$ cat config.mk
export PLATFORM = sky130hd
export DESIGN_NAME = smsr_regs
export DESIGN_NICKNAME = d
export VERILOG_FILES = /design/src/smsr_pkg.sv /design/src/smsr_regs.sv
export SDC_FILE = /design/constraint.sdc
export NUM_CORES = 1
export LEC_CHECK = 0
export BUFFER_PORTS_ARGS = -buffer_cell sky130_fd_sc_hd__buf_2
export CAP_MARGIN = 25
export CORE_MARGIN = 2
export CORE_UTILIZATION = 35
export DETAILED_ROUTE_END_ITERATION = 10
export HOLD_SLACK_MARGIN = 0.12
export SYNTH_ARGS = -nofsm -noshare
export SYNTH_HDL_FRONTEND = slang
export SYNTH_SLANG_ARGS = --single-unit
$ cat constraint.sdc
create_clock -name clk -period 2 [get_ports clk]
set_input_delay 0.4 -clock clk [delete_from_list [all_inputs] [get_ports clk]]
set_output_delay 0.4 -clock clk [all_outputs]
set_load 0.005 [all_outputs]
$ cat src/smsr_pkg.sv
// Register map, field positions and frame layout of the synth mode regs
package smsr_pkg;
   localparam int DATA_W = 24;
   localparam int ADDR_W = 6;
   localparam int FRAME_BITS = 1 + ADDR_W + DATA_W;
   localparam int CNT_W = 5;
   localparam logic [5:0] ADDR_MODES = 6'h17;
   localparam logic [5:0] ADDR_BIAS = 6'h18;
   localparam logic [5:0] ADDR_CAL = 6'h19;
   localparam logic [5:0] ADDR_SEED = 6'h1a;
   localparam logic [23:0] RST_MODES = 24'h0001ab;
   localparam logic [23:0] RST_BIAS = 24'h0054c1;
   localparam logic [23:0] RST_CAL = 24'h000aaa;
   localparam logic [23:0] RST_SEED = 24'hb29d0b;
   localparam int MODE_MASTER = 0;
   localparam int MODE_EXT_BUF = 2;
   localparam int MODE_LOOP_BUF = 3;
   localparam int MODE_FIRST_EN = 4;
   localparam int MODE_SECOND_EN = 5;
   localparam int MODE_EXT_IN = 6;
   localparam int MODE_MUTE = 7;
   localparam int MODE_FIRST_SE = 8;
   localparam int MODE_SECOND_SE = 9;
   localparam int MODE_PUMP_SEL = 11;
   localparam int BIAS_LO = 19;
   localparam int BIAS_HI = 20;
   typedef enum logic [1:0] {
      SMSR_IDLE,
      SMSR_SHIFT,
      SMSR_DONE
   } smsr_state_e;
endpackage

$ cat src/smsr_regs.sv
// Synthesizer mode, bias, calibration and seed register bank
`timescale 1ns/1ps
// Overview of operation
// Modes bit 0, reset 1, is the master enable of the oscillator group.
// The oscillator group is active only with master enable and chip_en.
// Modes bit 2, reset 0, enables the external oscillator buffer.
// Modes bit 3, reset 1, enables the loop buffer for the internal one.
// Modes bit 4, reset 0, enables the first output buffer pins.
// Modes bit 5, reset 1, enables the second output buffer pins.
// Modes bit 6, reset 0, enables the external oscillator input path.
// Modes bit 7, reset 1, mutes both output buffers until lock.
// Modes bit 8, reset 1, makes the first output single-ended on neg.
// Modes bit 9, reset 0, makes the second output single-ended on neg.
// Modes bit 11 steers the charge pump to output a (0) or b (1).
// Bias bits 19 and 20 set the external input buffer bias.
// Software must rewrite the calibration word before use.
// The 24-bit seed sets the modulator seed and exact-mode phase.
// Outside exact mode with automatic reseed set, seed sets start phase.
// Outside exact mode with automatic reseed clear, seed reloads on every frequency change.
// Every field keeps its written value and reads back until reset.
module smsr_regs (
   input wire logic clk,
   input wire logic reset_n,
   input wire logic ce,
   input wire logic chip_en,
   input wire logic cfg_sen_n,
   input wire logic cfg_sck,
   input wire logic cfg_sdi,
   input wire logic pll_locked,
   input wire logic exact_freq_mode,
   input wire logic automatic_reseed,
   input wire logic freq_change,
   output logic cfg_sdo,
   output logic osc_active,
   output logic ext_osc_buf_en,
   output logic loop_buf_en,
   output logic first_out_pos_pin_en,
   output logic first_out_neg_pin_en,
   output logic second_out_pos_pin_en,
   output logic second_out_neg_pin_en,
   output logic ext_input_en,
   output logic pump_output_a_en,
   output logic pump_output_b_en,
   output logic [1:0] ext_input_bias,
   output logic [23:0] calibration_out,
   output logic [23:0] seed_value,
   output logic seed_load
);
   logic [23:0] synth_modes;
   logic [23:0] synth_bias;
   logic [23:0] calibration_word;
   logic [23:0] modulator_seed;
   logic [23:0] next_synth_modes;
   logic [23:0] next_synth_bias;
   logic [23:0] next_calibration_word;
   logic [23:0] next_modulator_seed;

   smsr_pkg::smsr_state_e state;
   smsr_pkg::smsr_state_e next_state;
   logic sck_q;
   logic [smsr_pkg::CNT_W-1:0] bit_cnt;
   logic [smsr_pkg::FRAME_BITS-1:0] shift_in;
   logic [23:0] shift_out;
   logic seed_written;

   function automatic logic [23:0] read_mux(
      input logic [5:0] a,
      input logic [23:0] m,
      input logic [23:0] b,
      input logic [23:0] c,
      input logic [23:0] s
   );
      logic [23:0] r;
      r = 24'h000000;
      if (a == smsr_pkg::ADDR_MODES) begin
         r = m;
      end else if (a == smsr_pkg::ADDR_BIAS) begin
         r = b;
      end else if (a == smsr_pkg::ADDR_CAL) begin
         r = c;
      end else if (a == smsr_pkg::ADDR_SEED) begin
         r = s;
      end
      return r;
   endfunction

   // Serial port edge and frame decode
   wire sck_rise = cfg_sck & ~sck_q;
   wire sck_fall = ~cfg_sck & sck_q;
   wire framed = ~cfg_sen_n;
   wire last_cnt = (bit_cnt == smsr_pkg::CNT_W'(smsr_pkg::FRAME_BITS - 1));
   wire addr_cnt = (bit_cnt == smsr_pkg::CNT_W'(smsr_pkg::ADDR_W));
   wire [smsr_pkg::FRAME_BITS-1:0] frame_next =
      {shift_in[smsr_pkg::FRAME_BITS-2:0], cfg_sdi};
   wire frame_read = shift_in[smsr_pkg::FRAME_BITS-1];
   wire [5:0] frame_addr = shift_in[smsr_pkg::FRAME_BITS-2 -: 6];
   wire [23:0] frame_data = shift_in[23:0];
   wire [5:0] early_addr = frame_next[5:0];
   wire [23:0] early_rdata = read_mux(early_addr, synth_modes, synth_bias,
      calibration_word, modulator_seed);
   wire commit = (state == smsr_pkg::SMSR_DONE) & ~frame_read;
   wire wr_modes = commit & (frame_addr == smsr_pkg::ADDR_MODES);
   wire wr_bias = commit & (frame_addr == smsr_pkg::ADDR_BIAS);
   wire wr_cal = commit & (frame_addr == smsr_pkg::ADDR_CAL);
   wire wr_seed = commit & (frame_addr == smsr_pkg::ADDR_SEED);

   // Frame sequencing
   always_comb begin
      next_state = state;
      unique case (state)
         smsr_pkg::SMSR_IDLE: begin
            if (framed) begin
               next_state = smsr_pkg::SMSR_SHIFT;
            end
         end
         smsr_pkg::SMSR_SHIFT: begin
            if (!framed) begin
               next_state = smsr_pkg::SMSR_IDLE;
            end else if (sck_rise && last_cnt) begin
               next_state = smsr_pkg::SMSR_DONE;
            end
         end
         smsr_pkg::SMSR_DONE: begin
            next_state = smsr_pkg::SMSR_IDLE;
         end
      endcase
   end

   // Whole-field write, no masking
   assign next_synth_modes = wr_modes ? frame_data : synth_modes;
   assign next_synth_bias = wr_bias ? frame_data : synth_bias;
   // Calibration word rewritable
   assign next_calibration_word = wr_cal ? frame_data : calibration_word;
   assign next_modulator_seed = wr_seed ? frame_data : modulator_seed;

   // Control derivation
   // Master enable with chip enable
   wire active = synth_modes[smsr_pkg::MODE_MASTER] & chip_en;
   // Pre-lock mute
   wire muted = synth_modes[smsr_pkg::MODE_MUTE] & ~pll_locked;
   wire out_ok = active & ~muted;
   // First output pins
   wire first_on = out_ok & synth_modes[smsr_pkg::MODE_FIRST_EN];
   wire first_pos = first_on & ~synth_modes[smsr_pkg::MODE_FIRST_SE];
   // Second output pins
   wire second_on = out_ok & synth_modes[smsr_pkg::MODE_SECOND_EN];
   wire second_pos = second_on & ~synth_modes[smsr_pkg::MODE_SECOND_SE];
   // Pump steering
   wire pump_b = synth_modes[smsr_pkg::MODE_PUMP_SEL];
   // Seed load moments
   wire reload = exact_freq_mode ? seed_written :
      (automatic_reseed ? seed_written : freq_change);

   always_ff @(posedge clk or negedge reset_n) begin
      if (!reset_n) begin
         state <= smsr_pkg::SMSR_IDLE;
         sck_q <= 1'b0;
         bit_cnt <= '0;
         shift_in <= '0;
         shift_out <= 24'h000000;
         cfg_sdo <= 1'b0;
      end else if (ce) begin
         state <= next_state;
         sck_q <= cfg_sck;
         if (!framed) begin
            bit_cnt <= '0;
         end else if (sck_rise && state == smsr_pkg::SMSR_SHIFT) begin
            bit_cnt <= bit_cnt + 1'b1;
            shift_in <= frame_next;
         end
         // Read data loaded once address is complete
         if (framed && sck_rise && addr_cnt && shift_in[5]) begin
            shift_out <= early_rdata;
         end else if (framed && sck_fall &&
                      bit_cnt > smsr_pkg::CNT_W'(smsr_pkg::ADDR_W + 1)) begin
            shift_out <= {shift_out[22:0], 1'b0};
         end
         cfg_sdo <= framed ? shift_out[23] : 1'b0;
      end
   end

   always_ff @(posedge clk or negedge reset_n) begin
      if (!reset_n) begin
         synth_modes <= smsr_pkg::RST_MODES;
         synth_bias <= smsr_pkg::RST_BIAS;
         calibration_word <= smsr_pkg::RST_CAL;
         modulator_seed <= smsr_pkg::RST_SEED;
         seed_written <= 1'b0;
      end else if (ce) begin
         synth_modes <= next_synth_modes;
         synth_bias <= next_synth_bias;
         calibration_word <= next_calibration_word;
         modulator_seed <= next_modulator_seed;
         seed_written <= wr_seed;
      end
   end

   always_ff @(posedge clk or negedge reset_n) begin
      if (!reset_n) begin
         osc_active <= 1'b0;
         ext_osc_buf_en <= 1'b0;
         loop_buf_en <= 1'b0;
         first_out_pos_pin_en <= 1'b0;
         first_out_neg_pin_en <= 1'b0;
         second_out_pos_pin_en <= 1'b0;
         second_out_neg_pin_en <= 1'b0;
         ext_input_en <= 1'b0;
         pump_output_a_en <= 1'b0;
         pump_output_b_en <= 1'b0;
         ext_input_bias <= 2'h0;
         calibration_out <= smsr_pkg::RST_CAL;
         seed_value <= smsr_pkg::RST_SEED;
         seed_load <= 1'b0;
      end else if (ce) begin
         osc_active <= active;
         // External oscillator buffer
         ext_osc_buf_en <= active & synth_modes[smsr_pkg::MODE_EXT_BUF];
         // Loop buffer
         loop_buf_en <= active & synth_modes[smsr_pkg::MODE_LOOP_BUF];
         first_out_pos_pin_en <= first_pos;
         first_out_neg_pin_en <= first_on;
         second_out_pos_pin_en <= second_pos;
         second_out_neg_pin_en <= second_on;
         // External input path
         ext_input_en <= active & synth_modes[smsr_pkg::MODE_EXT_IN];
         pump_output_a_en <= active & ~pump_b;
         pump_output_b_en <= active & pump_b;
         // Bias bits
         ext_input_bias <= synth_bias[smsr_pkg::BIAS_HI:smsr_pkg::BIAS_LO];
         calibration_out <= calibration_word;
         // Seed to modulator
         seed_value <= modulator_seed;
         seed_load <= reload;
      end
   end
endmodule

; After elaboration in Yosys (flattened, before gate mapping)
; Index checks and enable logic that the tools add are counted.
[classes]
add_sub_neg = 1
mul = 0
n_div = 0
order_cmp = 1
eq_ne = 14
n_shift = 0
n_mux = 15
n_bitwise = 28
reduce_logical = 18
[ops]
columns = operator, count
row1 = 24-bit 2-to-1 mux, 6
row2 = 6-bit by 5-bit == test with 1-bit output (second input constant), 8
row3 = 1-bit AND, 19
row4 = 2-bit AND reduction, 6
row5 = 5-bit 2-to-1 mux, 2
row6 = 1-bit NOT, 9
row7 = 1-bit logical AND, 7
row8 = 2-bit 2-to-1 mux, 3
row9 = 2-bit one-hot mux with 3 select lines, 1
row10 = 3-bit AND reduction, 2
row11 = 5-bit by 1-bit adder with 5-bit output (second input constant), 1
row12 = 5-bit by 3-bit == test with 1-bit output (second input constant), 1
row13 = 5-bit == test (second input constant), 1
row14 = 5-bit by 3-bit greater-than comparator with 1-bit output (second input constant), 1
row15 = 2-bit nonzero test, 2
row16 = 1-bit 2-to-1 mux, 3
row17 = 3-bit != test (second input constant), 1
row18 = 2-bit by 1-bit == test with 1-bit output (second input constant), 1
row19 = 2-bit == test (second input constant), 1
row20 = 2-bit zero test, 1
row21 = 2-bit != test (second input constant), 1
[totals]
register_bits = 222
latch_bits = 0
ram_bits = 0
mem_bits_ro = 0
in_bits = 11
out_inout_bits = 62
wordCells = 102
mem_count = 0

; Depth between registers and ports, before layout
[logic_depth]
word_depth = 7
mapped_depth = 8
mapped_depth_nobuf = 6

; Worst setup path before layout
; OpenSTA, ideal clock, no wires.
[synth_timing]
kind = input-to-reg
start = input ce
end = register synth_bias[11]
setup_ps = 125
arrival_time_ps = 1817
required_time_ps = 1875
path_slack_ps = 59
path_stages = 6
n_path_buf = 2
path_cell_list = buf_2 -> and4bb_1 -> and4b_1 -> nor3b_4 -> buf_6 -> mux2_2
[synth_via]
elab_chain_cells = 1
[synth_lines]
columns = element, line_no
row1 = "start, declared", smsr_regs.sv:24  ; input wire logic ce,
row2 = 2-bit AND reduction (no source line), n/a
row3 = "end signal, assigned", smsr_regs.sv:185  ; synth_bias <= smsr_pkg::RST_BIAS;
row4 = "end signal, assigned", smsr_regs.sv:191  ; synth_bias <= next_synth_bias;
row5 = "end, declared", smsr_regs.sv:50  ; logic [23:0] synth_bias;
; Every way passes these cells.
; A chain may end at the register's enable or synchronous reset.

; Worst setup path after layout
[layout_timing]
start = register bit_cnt[0] (netlist name)
end = register shift_out[11]
[layout_via]
elab_chain_cells = 5
elab_cells_between_ends = 8
classes_between = order compare: 1 / eq/ne: 1 / mux: 1 / reduce/logical: 5
[layout_lines]
columns = element, line_no
row1 = "start, declared", smsr_regs.sv:61  ; logic [smsr_pkg::CNT_W-1:0] bit_cnt;
row2 = "start signal, assigned", smsr_regs.sv:168  ; bit_cnt <= bit_cnt + 1'b1;
row3 = branches (longest 5 deep; another with 5-bit by 3-bit greater-than comparator with 1-bit output), n/a
row4 = "end signal, assigned", smsr_regs.sv:173  ; shift_out <= early_rdata;
row5 = "end signal, assigned", smsr_regs.sv:176  ; shift_out <= {shift_out[22:0], 1'b0};
row6 = "end, declared", smsr_regs.sv:63  ; logic [23:0] shift_out;
; Parallel ways; which one is timed is not known.

==> out/summary.txt <==
Synth Flop Type = dfrtp_1
Synth top area share = 0.464
combinational share of power = 0.069
largest net degree at the start of global routing = 72
Mapped Area = 9390 um^2
area delta synth->final = 19.5%
Post-synth ARST share = 1.00
Clock Sinks = 222
fmax = 0.506 GHz
most common cell in the synthesized netlist = dfrtp_1
global-route wire length before repair = 34000 um
Crit path largest cell delay = 0.42 ns
Port Buf Inserts = 72
Final Max Slew Viols = 0
Wirelength per Cell = 17.9 um
syn avg cell area = 13.5 um^2
ANT cells = 0
Die X = 168 um
Yosys reg bits = 222
Synth area leader = dfrtp_1
Setup violations, final = 0
Finished Layout Cells = 1146
Max clock buf depth = 3
CTS tree = done
critical path endpoint category = flip-flop
Via density = 5.09
sequential share of power = 0.488
top cells by count, synth = dfrtp_1 (174), mux2_2 (147), nand2_1 (101), dfstp_2 (48), mux2i_1 (26)
CP startpoint kind = flip-flop
slew margin rel. = 0.604
vias in the first global route = 6052
YS warnings = 0
Setup CP Type = reg -> reg
DRC viols = 0
antenna-violating nets left = 0
First-pass DRT Iterations = 4
gr usage total = 0.148
RSZ-0062 raised after global routing = true
Sequential cell area = 5620 um^2
Core Region = 26200 um^2
Num CTS Buffers = 25
nets@finish = 808
CP cell instances = ha_2 -> and4b_1 -> o311a_1 -> o21a_1 -> buf_6 -> o221a_2
antenna violations before repair = 0
pin slew with the least headroom to its limit = 0.587 ns
EDFF count, synth = 0
pwr dens = 859 nW/um^2
clock insertion delay at the later pin of the skew report = 0.52 ns
Placed Instance Area = 10400 um^2
Final GP Congestion = 0.781
Ports = 73
Power Total = 9.63 mW
Worst-path clk slew = 0.06 ns
initial drt markers = 437
unique cell type count in the Yosys netlist = 43
Tightest Hold Check Type = in -> reg
Critical Path Slowest Stage Cell = dfrtp_1
crit path max fanout = 12
setup slack at placement = 0.0353 ns
Hold Worst Slack = 0.185 ns
Syn Inst Count = 697
GR Overflow Total = 0
Required @ worst endpoint = 2.40 ns
Critical Path AT = 2.38 ns
min cycle time layout = 1.98 ns
CTS H-tree lvls = 1
Final Hold Fails = 0
sw power = 2.29 mW
maximum vdd drop = 0.635 mV
via count = 5832
clock skew = 0.0166 ns
site row count = 59
Multi-input gate area = 3550 um^2
Mapped Nets = 713
Clock Tree Root = clkbuf_16
main area contributors after synthesis = dfrtp_1 (46%), mux2_2 (18%), dfstp_2 (13%)
Pint = 7.34 mW
sequential fraction of the synthesis area = 0.598
Routed WL = 20500 um
max cap viols = 0
Leakage = 5.58 nW
final instance area = 11200 um^2
clock group share of total power = 0.443
period utilisation layout = 0.988
status = finished clean
hpwl dp = 13100 um
Die Height = 168 um
Worst Setup Slack, final = 0.0241 ns
die area = 28100 um^2
Switching Share = 0.238
placed insts = 1094
share of cells above drive strength 1 = 0.455
Initial Util = 0.358
Fillers = 2433
total negative slack = 0 ns
fin util = 0.428
[kinds of logic after synthesis]
| group | Yosys count | share of synthesized area |
|---|---|---|
| buffers and inverters | 56 | 0.0259 |
| DFF | 222 | 0.598 |
| adders and majority gates | 5 | 0.00666 |
| xor gates and xnor gates | 1 | 0.000933 |
| muxes | 173 | 0.204 |
| AOI/OAI and AO/OA | 99 | 0.0932 |
| and+or+nand+nor | 141 | 0.0710 |
[power by group through the flow]
stage / sequential, mW / clock (mW) / combinational [mW]
floorplan: 4.74 / 0 / 0.361
global placement: 4.78 / 0 / 0.661
detailed placement: 4.78 / 0 / 0.669
CTS: 4.70 / 4.38 / 0.672
global route: 4.72 / 4.56 / 0.750
finish: 4.70 / 4.26 / 0.663
[placed cells by master, fill, tap and decap left out, types with 3 or more instances in the layout]
cell type,count
dfstp_2,48
clkbuf_16,26
clkbuf_1,11
buf_2,71
clkbuf_8,5
mux2_2,147
and4b_1,4
buf_4,25
a22o_1,4
inv_1,13
o21ai_0,15
a221o_1,21
nand3b_1,4
o2bb2ai_1,25
buf_12,10
nand2_1,101
nand3_1,7
ha_1,4
dfrtp_1,174
a21oi_1,3
clkinv_2,4
o221a_2,21
nor2_1,8
mux2i_1,26
[layer usage]
layer  part of all wire  global-route usage
met5                  0                   0
met4              0.026              0.0393
met3              0.038              0.0248
met2               0.45               0.232
met1               0.49               0.213
[what timing repair did]
action | in CTS | in global routing
gates resized for setup | 0 | 4
endpoints found under the setup margin | 0 | 26
hold buffers | 1 | 0
buffers inserted | 0 | 4
endpoints found under the hold margin | 44 | 0
[area by class of cell]
class,count,share of cell area
clock inverters,5,0.00257
inverters,13,0.00435
flip-flops and latches,222,0.501
repair buffers,111,0.0728
clock buffers,41,0.0656
well taps,335,0.0374
multi-input cells,419,0.317
[final timing paths]
path	startpoint	to	slack [ns]	depth (start not counted)
setup / recovery	bit_cnt[0]	shift_out[11]	0.02	6
hold / removal	cfg_sck	sck_q	0.19	2
max in group asynchronous	reset_n	modulator_seed[17]	0.84	3
min in group asynchronous	reset_n	synth_bias[2]	0.42	2
hold reg to reg	pump_output_a_en	pump_output_a_en	0.49	1
setup reg to reg	bit_cnt[0]	shift_out[11]	0.02	6
[flip-flops by register name, indices dropped and copies added, names as in the netlist, 5 cells and up]
register	count
modulator_seed	24
calibration_word	24
bit_cnt	5
synth_modes	24
shift_in	31
synth_bias	24
calibration_out	24
seed_value	24
shift_out	24
[worst max-delay path: cells and delay by family (launching register included)]
family	cells	cell delay (ns)
buffers and inverters	1	0.16
adder cells (fa/ha/maj)	1	0.23
flip-flops	1	0.42
AND/OR/NAND/NOR	1	0.19
AO/OA/AOI/OAI	3	0.85
(Power assumes the default switching activity.)
